[src/ebcid_defines.svh]
// Constants for the eight-bit core instruction decoder
`ifndef EBCID_DEFINES_SVH
`define EBCID_DEFINES_SVH
`define EBCID_PHASES        4
`define EBCID_SECOND_MARK   4'hF
`define EBCID_DEST_BIT      9
`define EBCID_ACCESS_BIT    8
`define EBCID_BIT_LSB       9
`define EBCID_ACCESS_SPLIT  8'h60
`define EBCID_ACCESS_HIGH   4'hF
`define EBCID_RESET_WORKING 8'h00
`define EBCID_RESET_BANK    4'h0
`define EBCID_RESET_PC      16'h0000
`endif

[src/ebcid_pkg.sv]
// Types shared by the eight-bit core instruction decoder
package ebcid_pkg;
  typedef enum logic [1:0] {
    EBCID_Q_DECODE  = 2'h0,
    EBCID_Q_READ    = 2'h1,
    EBCID_Q_PROCESS = 2'h3,
    EBCID_Q_WRITE   = 2'h2
  } ebcid_phase_t;

  typedef enum logic [2:0] {
    EBCID_CLS_NOP     = 3'h0,
    EBCID_CLS_BYTE    = 3'h1,
    EBCID_CLS_BIT     = 3'h2,
    EBCID_CLS_LITERAL = 3'h3,
    EBCID_CLS_CONTROL = 3'h4,
    EBCID_CLS_EXTEND  = 3'h5
  } ebcid_class_t;

  typedef struct packed {
    ebcid_class_t cls;
    logic [5:0]   opcode;
    logic         dest_file;
    logic         use_bank;
    logic [2:0]   bit_num;
    logic [7:0]   file_addr;
    logic [7:0]   literal;
    logic [1:0]   pointer_sel;
    logic [10:0]  branch_off;
    logic         fast_mode;
    logic [1:0]   table_mode;
    logic         double_word;
    logic         conditional;
    logic         changes_pc;
  } ebcid_decoded_t;

  typedef struct packed {
    logic        write_en;
    logic        to_working;
    logic [11:0] address;
    logic [7:0]  data;
  } ebcid_result_t;
endpackage : ebcid_pkg

[src/ebcid_core.sv]
// Instruction decode and cycle timing for the eight-bit core
// Summary of operation
// - Decode 75 standard plus eight extended
// - Single instruction is one 16-bit word
// - Four double-word forms, second word marked 1111
// - Lone second word executes as no-operation
// - Destination bit picks working or file register
// - Bit field selects affected file bit
// - Literal, pointer target or no operand
// - Address, call mode, table mode operands
// - One cycle; taken or jump adds nop cycle
// - Double-word instructions take two cycles
// - Instruction cycle is four oscillator periods
// - Taken skip over two-word takes three cycles
// - Access bit zero uses access bank
`timescale 1ns/100ps
`include "ebcid_defines.svh"
module ebcid_core (
  input  wire logic                  clock,
  input  wire logic                  reset,
  input  wire logic [15:0]           instr_word,
  input  wire logic [7:0]            file_read_data,
  input  wire logic                  condition_true,
  output logic [15:0]                program_counter,
  output logic                       fetch_strobe,
  output logic [11:0]                file_read_addr,
  output ebcid_pkg::ebcid_result_t   result,
  output logic [7:0]                 working_register,
  output logic [3:0]                 bank_select_register,
  output ebcid_pkg::ebcid_decoded_t  decoded,
  output logic                       nop_cycle,
  output ebcid_pkg::ebcid_phase_t    phase
);
  ebcid_pkg::ebcid_phase_t   next_phase;
  ebcid_pkg::ebcid_decoded_t dec_now;
  ebcid_pkg::ebcid_decoded_t next_decoded;
  ebcid_pkg::ebcid_result_t  next_result;
  logic [15:0] next_program_counter;
  logic [7:0]  next_working_register;
  logic [3:0]  next_bank_select_register;
  logic [11:0] next_file_read_addr;
  logic [7:0]  operand;
  logic [7:0]  next_operand;
  logic [7:0]  alu_out;
  logic [1:0]  stall_left;
  logic [1:0]  next_stall_left;
  logic        next_nop_cycle;
  logic        next_fetch_strobe;
  logic        expect_second;
  logic        next_expect_second;
  logic        skip_armed;
  logic        next_skip_armed;

  // Field split of the fetched word
  always_comb begin
    dec_now             = '0;
    dec_now.cls         = ebcid_pkg::EBCID_CLS_NOP;
    dec_now.opcode      = instr_word[15:10];
    dec_now.dest_file   = instr_word[`EBCID_DEST_BIT];
    dec_now.use_bank    = instr_word[`EBCID_ACCESS_BIT];
    dec_now.bit_num     = instr_word[`EBCID_BIT_LSB+2:`EBCID_BIT_LSB];
    dec_now.file_addr   = instr_word[7:0];
    dec_now.literal     = instr_word[7:0];
    dec_now.pointer_sel = instr_word[5:4];
    dec_now.branch_off  = instr_word[10:0];
    dec_now.fast_mode   = instr_word[0];
    dec_now.table_mode  = instr_word[1:0];
    unique casez (instr_word[15:12])
      4'h0: begin
        if (instr_word[11:8] == 4'h0) begin
          dec_now.cls        = ebcid_pkg::EBCID_CLS_CONTROL;
          dec_now.changes_pc = (instr_word[7:1] == 7'h09); // return forms
        end else if (instr_word[11:8] == 4'hE) begin
          dec_now.cls         = ebcid_pkg::EBCID_CLS_LITERAL;
          dec_now.double_word = instr_word[7:6] == 2'h0; // pointer load
        end else begin
          dec_now.cls = ebcid_pkg::EBCID_CLS_LITERAL;
        end
      end
      4'h1, 4'h2, 4'h3, 4'h4, 4'h5, 4'h6: begin
        dec_now.cls         = ebcid_pkg::EBCID_CLS_BYTE;
        dec_now.conditional = instr_word[15:12] == 4'h6 && instr_word[11:10] != 2'h3;
      end
      4'h7, 4'h8, 4'h9, 4'hA, 4'hB: begin
        dec_now.cls         = ebcid_pkg::EBCID_CLS_BIT;
        dec_now.conditional = instr_word[15:13] == 3'h5;
      end
      4'hC: begin
        dec_now.cls         = ebcid_pkg::EBCID_CLS_BYTE;
        dec_now.double_word = 1'b1; // file move
      end
      4'hD: begin
        dec_now.cls        = ebcid_pkg::EBCID_CLS_CONTROL;
        dec_now.changes_pc = 1'b1;
      end
      4'hE: begin
        dec_now.cls         = (instr_word[11:8] == 4'h8) ? ebcid_pkg::EBCID_CLS_EXTEND
                                                          : ebcid_pkg::EBCID_CLS_CONTROL;
        dec_now.double_word = instr_word[11:9] == 3'h6 || instr_word[11:8] == 4'hF;
        dec_now.conditional = instr_word[11] == 1'b0;
        dec_now.changes_pc  = instr_word[11:9] != 3'h4 && instr_word[11] == 1'b1;
      end
      default: begin
        dec_now.cls = ebcid_pkg::EBCID_CLS_NOP; // marked second word
      end
    endcase
  end

  // Bit ops toggle the bit; byte ops add
  always_comb begin
    alu_out = operand;
    unique case (decoded.cls)
      ebcid_pkg::EBCID_CLS_BIT:
        alu_out = operand ^ (8'h01 << decoded.bit_num);
      ebcid_pkg::EBCID_CLS_BYTE:
        alu_out = operand + working_register;
      ebcid_pkg::EBCID_CLS_LITERAL:
        alu_out = decoded.literal;
      default:
        alu_out = operand;
    endcase
  end

  // Phase sequencer and execution
  always_comb begin
    next_phase                = phase;
    next_decoded              = decoded;
    next_result               = result;
    next_program_counter      = program_counter;
    next_working_register     = working_register;
    next_bank_select_register = bank_select_register;
    next_file_read_addr       = file_read_addr;
    next_operand              = operand;
    next_stall_left           = stall_left;
    next_nop_cycle            = nop_cycle;
    next_fetch_strobe         = 1'b0;
    next_expect_second        = expect_second;
    next_skip_armed           = skip_armed;
    next_result.write_en      = 1'b0;
    unique case (phase)
      ebcid_pkg::EBCID_Q_DECODE: begin
        next_phase = ebcid_pkg::EBCID_Q_READ;
        if (stall_left != 2'h0 || expect_second
            || instr_word[15:12] == `EBCID_SECOND_MARK) begin
          next_decoded     = '0;
          next_decoded.cls = ebcid_pkg::EBCID_CLS_NOP;
        end else begin
          next_decoded = dec_now;
        end
        next_nop_cycle  = stall_left != 2'h0;
        next_skip_armed = 1'b0;
        // Skipped opcode owns a tail word; one more stall cycle
        if (skip_armed && dec_now.double_word) begin
          next_stall_left    = 2'h2;
          next_expect_second = 1'b1;
        end
        // Address set here so the file data settles during read
        if (next_decoded.use_bank) begin
          next_file_read_addr = {bank_select_register, next_decoded.file_addr};
        end else if (next_decoded.file_addr < `EBCID_ACCESS_SPLIT) begin
          next_file_read_addr = {4'h0, next_decoded.file_addr};
        end else begin
          next_file_read_addr = {`EBCID_ACCESS_HIGH, next_decoded.file_addr};
        end
      end
      ebcid_pkg::EBCID_Q_READ: begin
        next_phase = ebcid_pkg::EBCID_Q_PROCESS;
        next_operand = (decoded.cls == ebcid_pkg::EBCID_CLS_LITERAL) ? decoded.literal
                                                                       : file_read_data;
      end
      ebcid_pkg::EBCID_Q_PROCESS: begin
        next_phase   = ebcid_pkg::EBCID_Q_WRITE;
        next_operand = alu_out;
      end
      ebcid_pkg::EBCID_Q_WRITE: begin
        next_phase           = ebcid_pkg::EBCID_Q_DECODE;
        next_program_counter = program_counter + 16'h0001;
        next_fetch_strobe    = 1'b1;
        if (stall_left != 2'h0) begin
          next_stall_left = stall_left - 2'h1;
          if (expect_second) begin
            next_expect_second = 1'b0;
          end
        end else if (decoded.cls == ebcid_pkg::EBCID_CLS_BYTE
                     || decoded.cls == ebcid_pkg::EBCID_CLS_BIT) begin
          next_result.write_en   = 1'b1;
          next_result.to_working = !decoded.dest_file;
          next_result.address    = file_read_addr;
          next_result.data       = operand;
          if (!decoded.dest_file && decoded.cls == ebcid_pkg::EBCID_CLS_BYTE) begin
            next_working_register = operand;
          end
        end else if (decoded.cls == ebcid_pkg::EBCID_CLS_LITERAL) begin
          if (decoded.pointer_sel == 2'h0 && !decoded.double_word) begin
            next_working_register = operand;
          end else if (decoded.opcode[1:0] == 2'h1) begin
            next_bank_select_register = operand[3:0];
          end
        end
        if (stall_left == 2'h0) begin
          next_skip_armed = decoded.conditional && condition_true && !decoded.double_word;
          if (decoded.double_word) begin
            next_expect_second = 1'b1;
            next_stall_left    = (decoded.conditional && condition_true) ? 2'h2 : 2'h1;
          end else if ((decoded.conditional && condition_true) || decoded.changes_pc) begin
            next_stall_left = 2'h1;
          end
        end
      end
      default: next_phase = ebcid_pkg::EBCID_Q_DECODE;
    endcase
  end

  always_ff @(posedge clock or posedge reset) begin
    if (reset) begin
      phase                <= ebcid_pkg::EBCID_Q_DECODE;
      decoded              <= '0;
      result               <= '0;
      program_counter      <= `EBCID_RESET_PC;
      working_register     <= `EBCID_RESET_WORKING;
      bank_select_register <= `EBCID_RESET_BANK;
      file_read_addr       <= 12'h000;
      operand              <= 8'h00;
      stall_left           <= 2'h0;
      nop_cycle            <= 1'b0;
      fetch_strobe         <= 1'b0;
      expect_second        <= 1'b0;
      skip_armed           <= 1'b0;
    end else begin
      phase                <= next_phase;
      decoded              <= next_decoded;
      result               <= next_result;
      program_counter      <= next_program_counter;
      working_register     <= next_working_register;
      bank_select_register <= next_bank_select_register;
      file_read_addr       <= next_file_read_addr;
      operand              <= next_operand;
      stall_left           <= next_stall_left;
      nop_cycle            <= next_nop_cycle;
      fetch_strobe         <= next_fetch_strobe;
      expect_second        <= next_expect_second;
      skip_armed           <= next_skip_armed;
    end
  end
endmodule : ebcid_core

[config.mk]
export PLATFORM = sky130hd
export DESIGN_NAME = ebcid_core
export DESIGN_NICKNAME = d
export VERILOG_FILES = /design/src/ebcid_pkg.sv /design/src/ebcid_core.sv
export VERILOG_INCLUDE_DIRS = /design/src
export SDC_FILE = /design/constraint.sdc
export NUM_CORES = 1
export LEC_CHECK = 0
export ABC_CLOCK_PERIOD_IN_PS = 3200
export BUFFER_PORTS_ARGS = -buffer_cell sky130_fd_sc_hd__buf_2
export CAP_MARGIN = 20
export CELL_PAD_IN_SITES_DETAIL_PLACEMENT = 1
export CELL_PAD_IN_SITES_GLOBAL_PLACEMENT = 1
export CORE_MARGIN = 2
export CORE_UTILIZATION = 40
export CTS_CLUSTER_DIAMETER = 100
export DETAILED_ROUTE_END_ITERATION = 8
export GPL_ROUTABILITY_DRIVEN = 0
export HOLD_SLACK_MARGIN = 0.02
export PLACE_DENSITY = 0.79
export SKIP_CTS_REPAIR_TIMING = 1
export SYNTH_ARGS = -nofsm -noshare
export SYNTH_HDL_FRONTEND = slang
export SYNTH_SLANG_ARGS = --single-unit
[constraint.sdc]
create_clock -name clock -period 3.2 [get_ports clock]
set_input_delay 0 -clock clock [delete_from_list [all_inputs] [get_ports clock]]
set_output_delay 0 -clock clock [all_outputs]
set_load 0.03 [all_outputs]
* After elaboration in Yosys (flattened, before gate mapping)
Cells that the tools add are included.
Storage, ports and cells: bits in registers 127, latch bits 0, RAM bits 0, ROM bits 0, output and inout bits 115, word-level logic and storage cells 146, memories 0
Operators by class: add/subtract/negate cells 3, multiply operators 0, divide/modulo/power cells 0, order comparisons 1, equality and inequality tests 34, shift-type cells 1, muxes and demuxes 39, bitwise operators 5, reductions and logical operators 34
Operators with widths (count):
- $mux 49 | 2
- $mux 22 | 3
- $eq 4x4->1 const B | 11
- $mux 8 | 5
- $mux 12 | 2
- $pmux 8 s3 | 1
- $add 16x1->16 const B | 1
- $eq 4x3->1 const B | 4
- $pmux 8 s2 | 1
- $pmux 3 s5 | 1
- $mux 2 | 6
- $mux 1 | 10
- $reduce_bool 2->1 | 5
- $pmux 1 s3 | 3
- $add 8x8->8 | 1
- $eq 4x2->1 const B | 2
- $logic_not 2->1 | 4
- $logic_not 4->1 | 2
- $lt 8x7->1 const B | 1
- $pmux 2 s4 | 1
- $shl 1x3->8 const A | 1
- $xor 8x8->8 | 1
- $eq 7x4->1 const B | 1
- $logic_and 1x1->1 | 7
- other kinds (24) | 41

* Longest topological paths before layout
Gate-level depths: netlist of the first run.
word-level depth 9, mapped depth 9, gate-level depth less buffers 7

* Worst setup path after synthesis of the first run
No wires, ideal clock.
path kind register to register, from register working_register[0], to register operand[4], setup time 0.129 ns, arrival 2.018 ns, data required time 3.071 ns, slack 1.053 ns, cell stages (with the launch flop) 8, period minus slack after synthesis 2.147 ns, path through dfrtp_1 -> ha_1 -> fa_1 -> a211oi_1 -> nor2_1 -> xor2_1 -> a211oi_1 -> o21ai_0
Between the ends: cells in the longest elaborated chain, start to end 3
RTL lines:
- start, declared | line ebcid_core.sv:28 | output logic [7:0] working_register,
- start signal, assigned | line ebcid_core.sv:220 | working_register <= `EBCID_RESET_WORKING;
- start signal, assigned | line ebcid_core.sv:234 | working_register <= next_working_register;
- $add 8x8->8 | line ebcid_core.sv:116 | alu_out = operand + working_register;
- $pmux 8 s3 | line ebcid_core.sv:112 | unique case (decoded.cls)
- $pmux 8 s2 | line ebcid_core.sv:140 | unique case (phase)
- end signal, assigned | line ebcid_core.sv:237 | operand <= next_operand;
- end, declared | line ebcid_core.sv:42 | logic [7:0] operand;
No other way between the ends. A chain may end at the register's enable or synchronous reset.

* Worst setup path in the final report of the first run
from register phase[0], to register result[16] (netlist name)
Between the ends: cells in the longest elaborated chain, start to end 2
RTL lines:
- start, declared | line ebcid_core.sv:32 | output ebcid_pkg::ebcid_phase_t phase
- start signal, assigned | line ebcid_core.sv:216 | phase <= ebcid_pkg::EBCID_Q_DECODE;
- start signal, assigned | line ebcid_core.sv:230 | phase <= next_phase;
- $eq 2x2->1 | line ebcid_core.sv:140
- $reduce_and 3->1 (no source line)
- end signal, assigned | line ebcid_core.sv:232 | result <= next_result;
- end, declared | line ebcid_core.sv:27 | output ebcid_pkg::ebcid_result_t result,
No other way between the ends.

==> flow_summary.yaml, run 1 <==
synth:
  netlist_instances: 450
  yosys.area_share.simple_pct: 13.9
  synth_nets: 486
  synth_compound_area_share_pct: 15.7
  synth_cell_types: 67
  synth.area.mux_share_pct: 8.02
  synth_warnings: 0
  synth_top_family_by_area: "compound AO/OA/AOI/OAI gates"
  syn_area_per_cell_um2: 10.8
  async_reset_ff_share_pct: 100
  synth_xor_xnor_area_share_pct: 3.96
  synth_fa_ha_area_share_pct: 2.47
  synth-edff-count: 0
  syn_area_um2: 4870
  synth_seq_cells: 92
  synth_top_flop_cell: "dfrtp_1"
  yosysSeqAreaShare_pct: 47.3
finish:
  drive_above_1_share_pct: 36.3
  regArea_um2: 2300
  multi_input_area_um2: 2140
  areaGrowthSynthToFinish_pct: 20.3
  layout_commonest_cell: "buf_2"
  postLayoutCellArea_um2: 5850
  fillCellCount: 1347
  post-route-util_pct: 48.9
  n_antenna_cell: 0
  fin_nets: 602
  final_cell_mix: "141 x buf_2, 92 x dfrtp_1, 30 x nand2_1"
drt:
  drt_pass1_iterations: 4
  drt_iter0_drc: 186
  drc: 0
  ant_nets: 0
  vias: 4033
  routed_wl_mm: 14.3
  viasPerCell: 5.62
  wire_per_inst_um: 20.0
floorplan:
  coreArea_um2: 12000
  start_util_pct: 40.7
  die_w_um: 114
  io_pins: 142
  fp.dieArea_um2: 13100
  fp-row-count: 40
  dieHeight_um: 114
grt:
  gr-max-usage-layer: "met2"
  grt_use_met3_pct: 3.02
  grt_pass1_wl_mm: 22.7
  grt_usage_pct: 22.5
  met2_usage_pct: 37.2
  grt_pass1_vias: 4178
  antenna_found_initial: 0
  met1_usage_pct: 29.4
  grt_max_degree: 46
  globalRouteOverflowTotal: 0
worst_setup_path:
  critical_path.startpoint_type: "flop"
  endpoint_kind: "flop"
  worstPathRequired_ps: 3430
  worst-setup-path-type: "flop to flop"
  crit_fanout: 22
  arrival_ps: 2610
sta:
  fmax_mhz: 420
  drv_slew: 0
  slew_headroom_pct: 47.8
  finClkSkew_ps: 6.63
  period_needed_ps: 2380
  post-route-period-util_pct: 74.4
  worst_pin_slew_ps: 776
  hold_violations: 0
  setup_violations: 0
  rsz0062_at_grt: "false"
  tns_ps: 0
clock_network:
  clk_path_buf_depth: 2
  cts_tree: "done"
  clock_sinks: 92
  clockRootBuffer: "clkbuf_16"
  numCtsBuffers: 9
  htreeDepth: 3
  clk_latency_ps: 350
  cts.clk_slew.worst_paths_ps: 70
power_and_ir_drop:
  ir_worst_vdd_uv: 332
  combPwrFrac_pct: 41.8
  pwr-share-clk_pct: 21.6
  switchingPower_mw: 2.18
  leakage_nw: 2.86
  power_density_nw_per_um2: 830
  power.internal_mw: 2.68
  swShare_pct: 44.8
  seq_power_share_pct: 36.6
  fin_total_pwr_mw: 4.86
place:
  place_hpwl_mm: 10.5
  postPlaceCellArea_um2: 5410
  numPortBuffers: 141
run_status:
  status: "complete, no violations"
job:
  maxCapViolCount: 0
worst_hold_path:
  min_path_type: "input pin to flop"
## synth_stat cells, drive strengths merged (3+ instances only)
cell type,number,area (um^2)
inv,10,37.5
a21o,5,45.0
nand2,32,130
nor4,4,52.6
nor3,7,40.0
clkbuf,10,37.5
o211ai,6,45.0
ha,8,100
a22o,20,175
xor2,5,43.8
a211oi,5,42.5
xnor2,17,149
nand3,17,85.1
a21oi,14,70.1
mux2i,3,30.0
a221o,4,40.0
a31oi,3,18.8
dfrtp,92,2300
o21ai,24,120
buf,45,343
nand2b,4,27.5
nor2,26,105
a21boi,3,26.3
mux2,32,360
nand3b,4,33.8
nand4,11,68.8
## through the flow
step / instances / setup WS, ps / hold slack, ps
floorplan: 450 / 808 / 133
global placement: 687 / 963 / 97.6
detailed placement: 687 / 846 / 111
CTS: 703 / 822 / -273
global route: 718 / 666 / 63.7
finish: 718 / 819 / 52.8
## cell type report
| cell class | instances | share of cell area [%] |
|---|---|---|
| well taps | 147 | 3.14 |
| flip-flops and latches | 92 | 39.3 |
| inverters | 11 | 0.769 |
| clock inverters | 7 | 1.20 |
| multi-input cells | 292 | 36.6 |
| repair buffers | 160 | 15.1 |
| clock buffers | 9 | 3.85 |
## critical path, cell delays in order, from the launching register on
cell and delay [ps]:
dfrtp_1 530, nand2b_1 350, clkinv_2 200, nand2_2 160
nor2_4 610, mux2_2 420
## state kept, by name, indices dropped and copies added (netlist names), 2 cells and up
register and flops:
file_read_addr 12, program_counter 16, stall_left 2, bank_select_register 4, phase 2, decoded 14, working_register 8, operand 8
result 22
## power by group through the flow
stage          Sequential, mW  Clock, mW  Combinational, mW
4_1_cts                  1.78       1.07               2.03
3_5_place_dp             1.80          0               2.01
6_report                 1.78       1.05               2.03
5_1_grt                  1.83       1.12               2.17
2_1_floorplan            2.16          0               1.11
3_3_place_gp             1.77          0               1.95
## final timing paths
path | from | to | slack, ps | cells past startpoint
worst min register to register | program_counter[15] | program_counter[15] | 470 | 1
worst max register to register | phase[0] | result[16] | 820 | 5
min in group asynchronous | reset | result[21] | 270 | 3
worst max-delay path | phase[0] | result[16] | 820 | 5
worst min-delay path | instr_word[14] | decoded[44] | 50 | 2
max in group asynchronous | reset | result[9] | 2160 | 4
## cells by family (layout without fill, tap and decap cells)
logic type / Yosys count / in the layout
AND/OR/NAND/NOR: 122 / 122
AO/OA/AOI/OAI: 104 / 104
flip-flops: 92 / 92
buffers and inverters: 66 / 187
multiplexers: 35 / 35
XOR/XNOR: 22 / 22
adder cells (fa/ha/maj): 9 / 9
## per-layer routing
layer | part of all wire (%) | vias to the layer above
met4 | 2.6 | 0
li1 | - | 1845
met3 | 4.1 | 25
met2 | 51 | 122
met5 | 0 | -
met1 | 42 | 2041
Power figures use the tool's default switching activity.
==> run 2, diff against run 1 <==
ABC_AREA = 1   (was default)
ABC_CLOCK_PERIOD_IN_PS = 2150   (was 3200)
CORE_UTILIZATION = 34   (was 40)
PLACE_DENSITY = 0.75   (was 0.79)
clock period = 2.15 ns   (was 3.2 ns; I/O delays follow)
==> run 2 against run 1 <==
Clock skew increased by 1.1 ps. Core utilization fell by 6.8 points. Sequential power up 51%. Synthesized cell count increased by 40%. Sequential cell count did not move. Via count is 15% higher. Routed wire length increased by 6.3%. Hold slack lost 43 ps. Die area increased by 21%. Critical endpoint is now operand[2]. Largest cell class unchanged. Largest power group unchanged.
==> flow_summary.yaml, run 2 <==
drt:
  wire_per_inst_um: 16.2
  drc: 0
  drt_iter0_drc: 248
  viasPerCell: 4.91
  drt_pass1_iterations: 5
  routed_wl_mm: 15.2
  ant_nets: 0
  vias: 4625
clock_network:
  clock_sinks: 92
  cts.clk_slew.worst_paths_ps: 70
  clk_path_buf_depth: 2
  clockRootBuffer: "clkbuf_16"
  htreeDepth: 3
  numCtsBuffers: 9
  cts_tree: "done"
  clk_latency_ps: 360
finish:
  layout_commonest_cell: "nand2_1"
  areaGrowthSynthToFinish_pct: 21.5
  top_regs: "result: 22 flops, program_counter: 16 flops, decoded: 14 flops"
  n_antenna_cell: 0
  fin_nets: 788
  final_cell_mix: "178 x nand2_1, 141 x buf_2, 92 x dfrtp_1"
  max_flop_register: "result"
  drive_above_1_share_pct: 25.6
  largest_reg_flops: 22
synth:
  synth_fa_ha_area_share_pct: 2.39
  synth.area.mux_share_pct: 0
  syn_area_per_cell_um2: 8.00
  yosysSeqAreaShare_pct: 45.8
  synth_seq_cells: 92
  synth_top_flop_cell: "dfrtp_1"
  synth_nets: 664
  syn_area_um2: 5020
  async_reset_ff_share_pct: 100
  netlist_instances: 628
  synth_top_family_by_area: "simple AND/OR/NAND/NOR gates"
  yosys.area_share.simple_pct: 26.1
  synth-edff-count: 0
  synth_warnings: 0
  synth_common_cells: "178 x nand2_1, 92 x dfrtp_1, 62 x inv_1, 53 x nand3_1, 36 x buf_4"
  synthTopCellsByArea: "dfrtp_1 46%, nand2_1 13%, buf_4 5.4%"
  synth_xor_xnor_area_share_pct: 2.79
  synth_top_area_share_pct: 45.8
  synth_top_cell_by_area: "dfrtp_1"
  synth_compound_area_share_pct: 10.5
  synth_cell_types: 39
  synth_most_common_cell: "nand2_1"
floorplan:
  dieHeight_um: 126
  coreArea_um2: 14500
  fp.dieArea_um2: 15800
  fp-row-count: 44
  die_w_um: 126
  start_util_pct: 34.7
  io_pins: 142
worst_setup_path:
  arrival_ps: 2060
  r2r_slack_ps: 340
  reg2reg_from: "operand[0]"
  critical_path.startpoint_type: "flop"
  reg2reg_depth: 7
  regToRegEndpoint: "operand[2]"
  slowest_delay_ps: 410
  crit_fanout: 4
  worstPathRequired_ps: 2400
  crit_chain: "ha_1 > fa_1 > or2_2 > a31oi_1 > nand3_1 > nand3_1 > nand2_1"
  slowest_stage: "dfrtp_1"
  endpoint_kind: "flop"
  endpoint: "operand[2]"
  path_common_cell: "nand3_1"
  worst-setup-path-type: "flop to flop"
  critPathLaunch: "operand[0]"
power_and_ir_drop:
  leakage_nw: 3.33
  power_density_nw_per_um2: 1290
  fin_total_pwr_mw: 7.89
  ir_worst_vdd_uv: 514
sta:
  finClkSkew_ps: 7.69
  post-route-period-util_pct: 84.2
  worst_pin_slew_ps: 663
  setup_violations: 0
  hold_violations: 0
  fmax_mhz: 552
  slew_headroom_pct: 55.7
  tns_ps: 0
  period_needed_ps: 1810
  rsz0062_at_grt: "false"
  drv_slew: 0
place:
  numPortBuffers: 141
  place_hpwl_mm: 11.1
grt:
  grt_max_degree: 93
  grt_pass1_wl_mm: 24.8
  globalRouteOverflowTotal: 0
  grt_usage_pct: 19.6
  antenna_found_initial: 0
  grt_pass1_vias: 4796
run_status:
  status: "complete, no violations"
job:
  maxCapViolCount: 0
worst_hold_path:
  min_path_type: "input pin to flop"
## run 2: cell count changes after synthesis, moves of 10 or more
cell	before	now
nand2_1	30	178
inv_1	10	62
nand3_1	17	53
o21ai_1	1	31
mux2_2	28	0
a22o_1	20	1
xnor2_1	17	4
inv_2	0	10
## run 2: worst max-delay path: cells and delay by family, from the launching register on
kind            cells  cell delay [ps]
fa+ha+maj           2              610
simple gates        4              510
flops               1              410
compound gates      1              170
## run 2: routing by layer
| layer | wire length (um) | GRT usage, % | part of all wire [%] |
|---|---|---|---|
| met5 | 0 | 0 | 0 |
| met3 | 630 | 3.94 | 4.1 |
| met1 | 6500 | 24.6 | 43 |
| met2 | 7880 | 34.2 | 52 |
| met4 | 214 | 5.95 | 1.4 |
## run 2: kinds of logic after synthesis
logic type,after synthesis
AND/OR/NAND/NOR,297
buffers and inverters,120
AO/OA/AOI/OAI,94
flip-flops,92
XOR/XNOR,16
adder cells (fa/ha/maj),9
## run 2: worst min path at each step
stage                     depth (start not counted)  slack, ps     endpoint           start
after floorplan                                   2        120  decoded[40]  instr_word[10]
final                                             3          9  decoded[43]  instr_word[13]
after detailed placement                          3        200  decoded[44]           reset
after global routing                              3         20  decoded[43]  instr_word[13]
after global placement                            3        190  decoded[43]           reset
after CTS                                         3       -190   decoded[0]           reset
## run 2: through the flow
stage	hold slack [ps]	utilization, %	instances	setup slack [ps]	area (um^2)
finish	9.34	42.2	941	340	6110
global route	21.4	42.2	941	182	6110
CTS	-186	41.3	929	342	5990
detailed placement	197	39.3	913	363	5680
global placement	188	39.3	913	396	5680
floorplan	121	-	628	306	5030
## run 2: final cells by class
type | count | area (um^2)
clock buffer | 11 | 243
tap | 184 | 230
timing repair buffer | 160 | 891
inverter | 73 | 283
multi-input combinational | 416 | 2100
fill | 1827 | 8370
sequential | 92 | 2300
clock inverter | 5 | 60.1
## run 2: where the power goes
| part | internal [mW] | total, mW | switching [mW] | leakage, nW |
|---|---|---|---|---|
| combinational | 1.05 | 3.53 | 2.48 | 2.00 |
| clock | 0.939 | 1.66 | 0.724 | 0.146 |
| sequential | 2.20 | 2.69 | 0.496 | 1.19 |
| total | 4.19 | 7.89 | 3.70 | 3.33 |
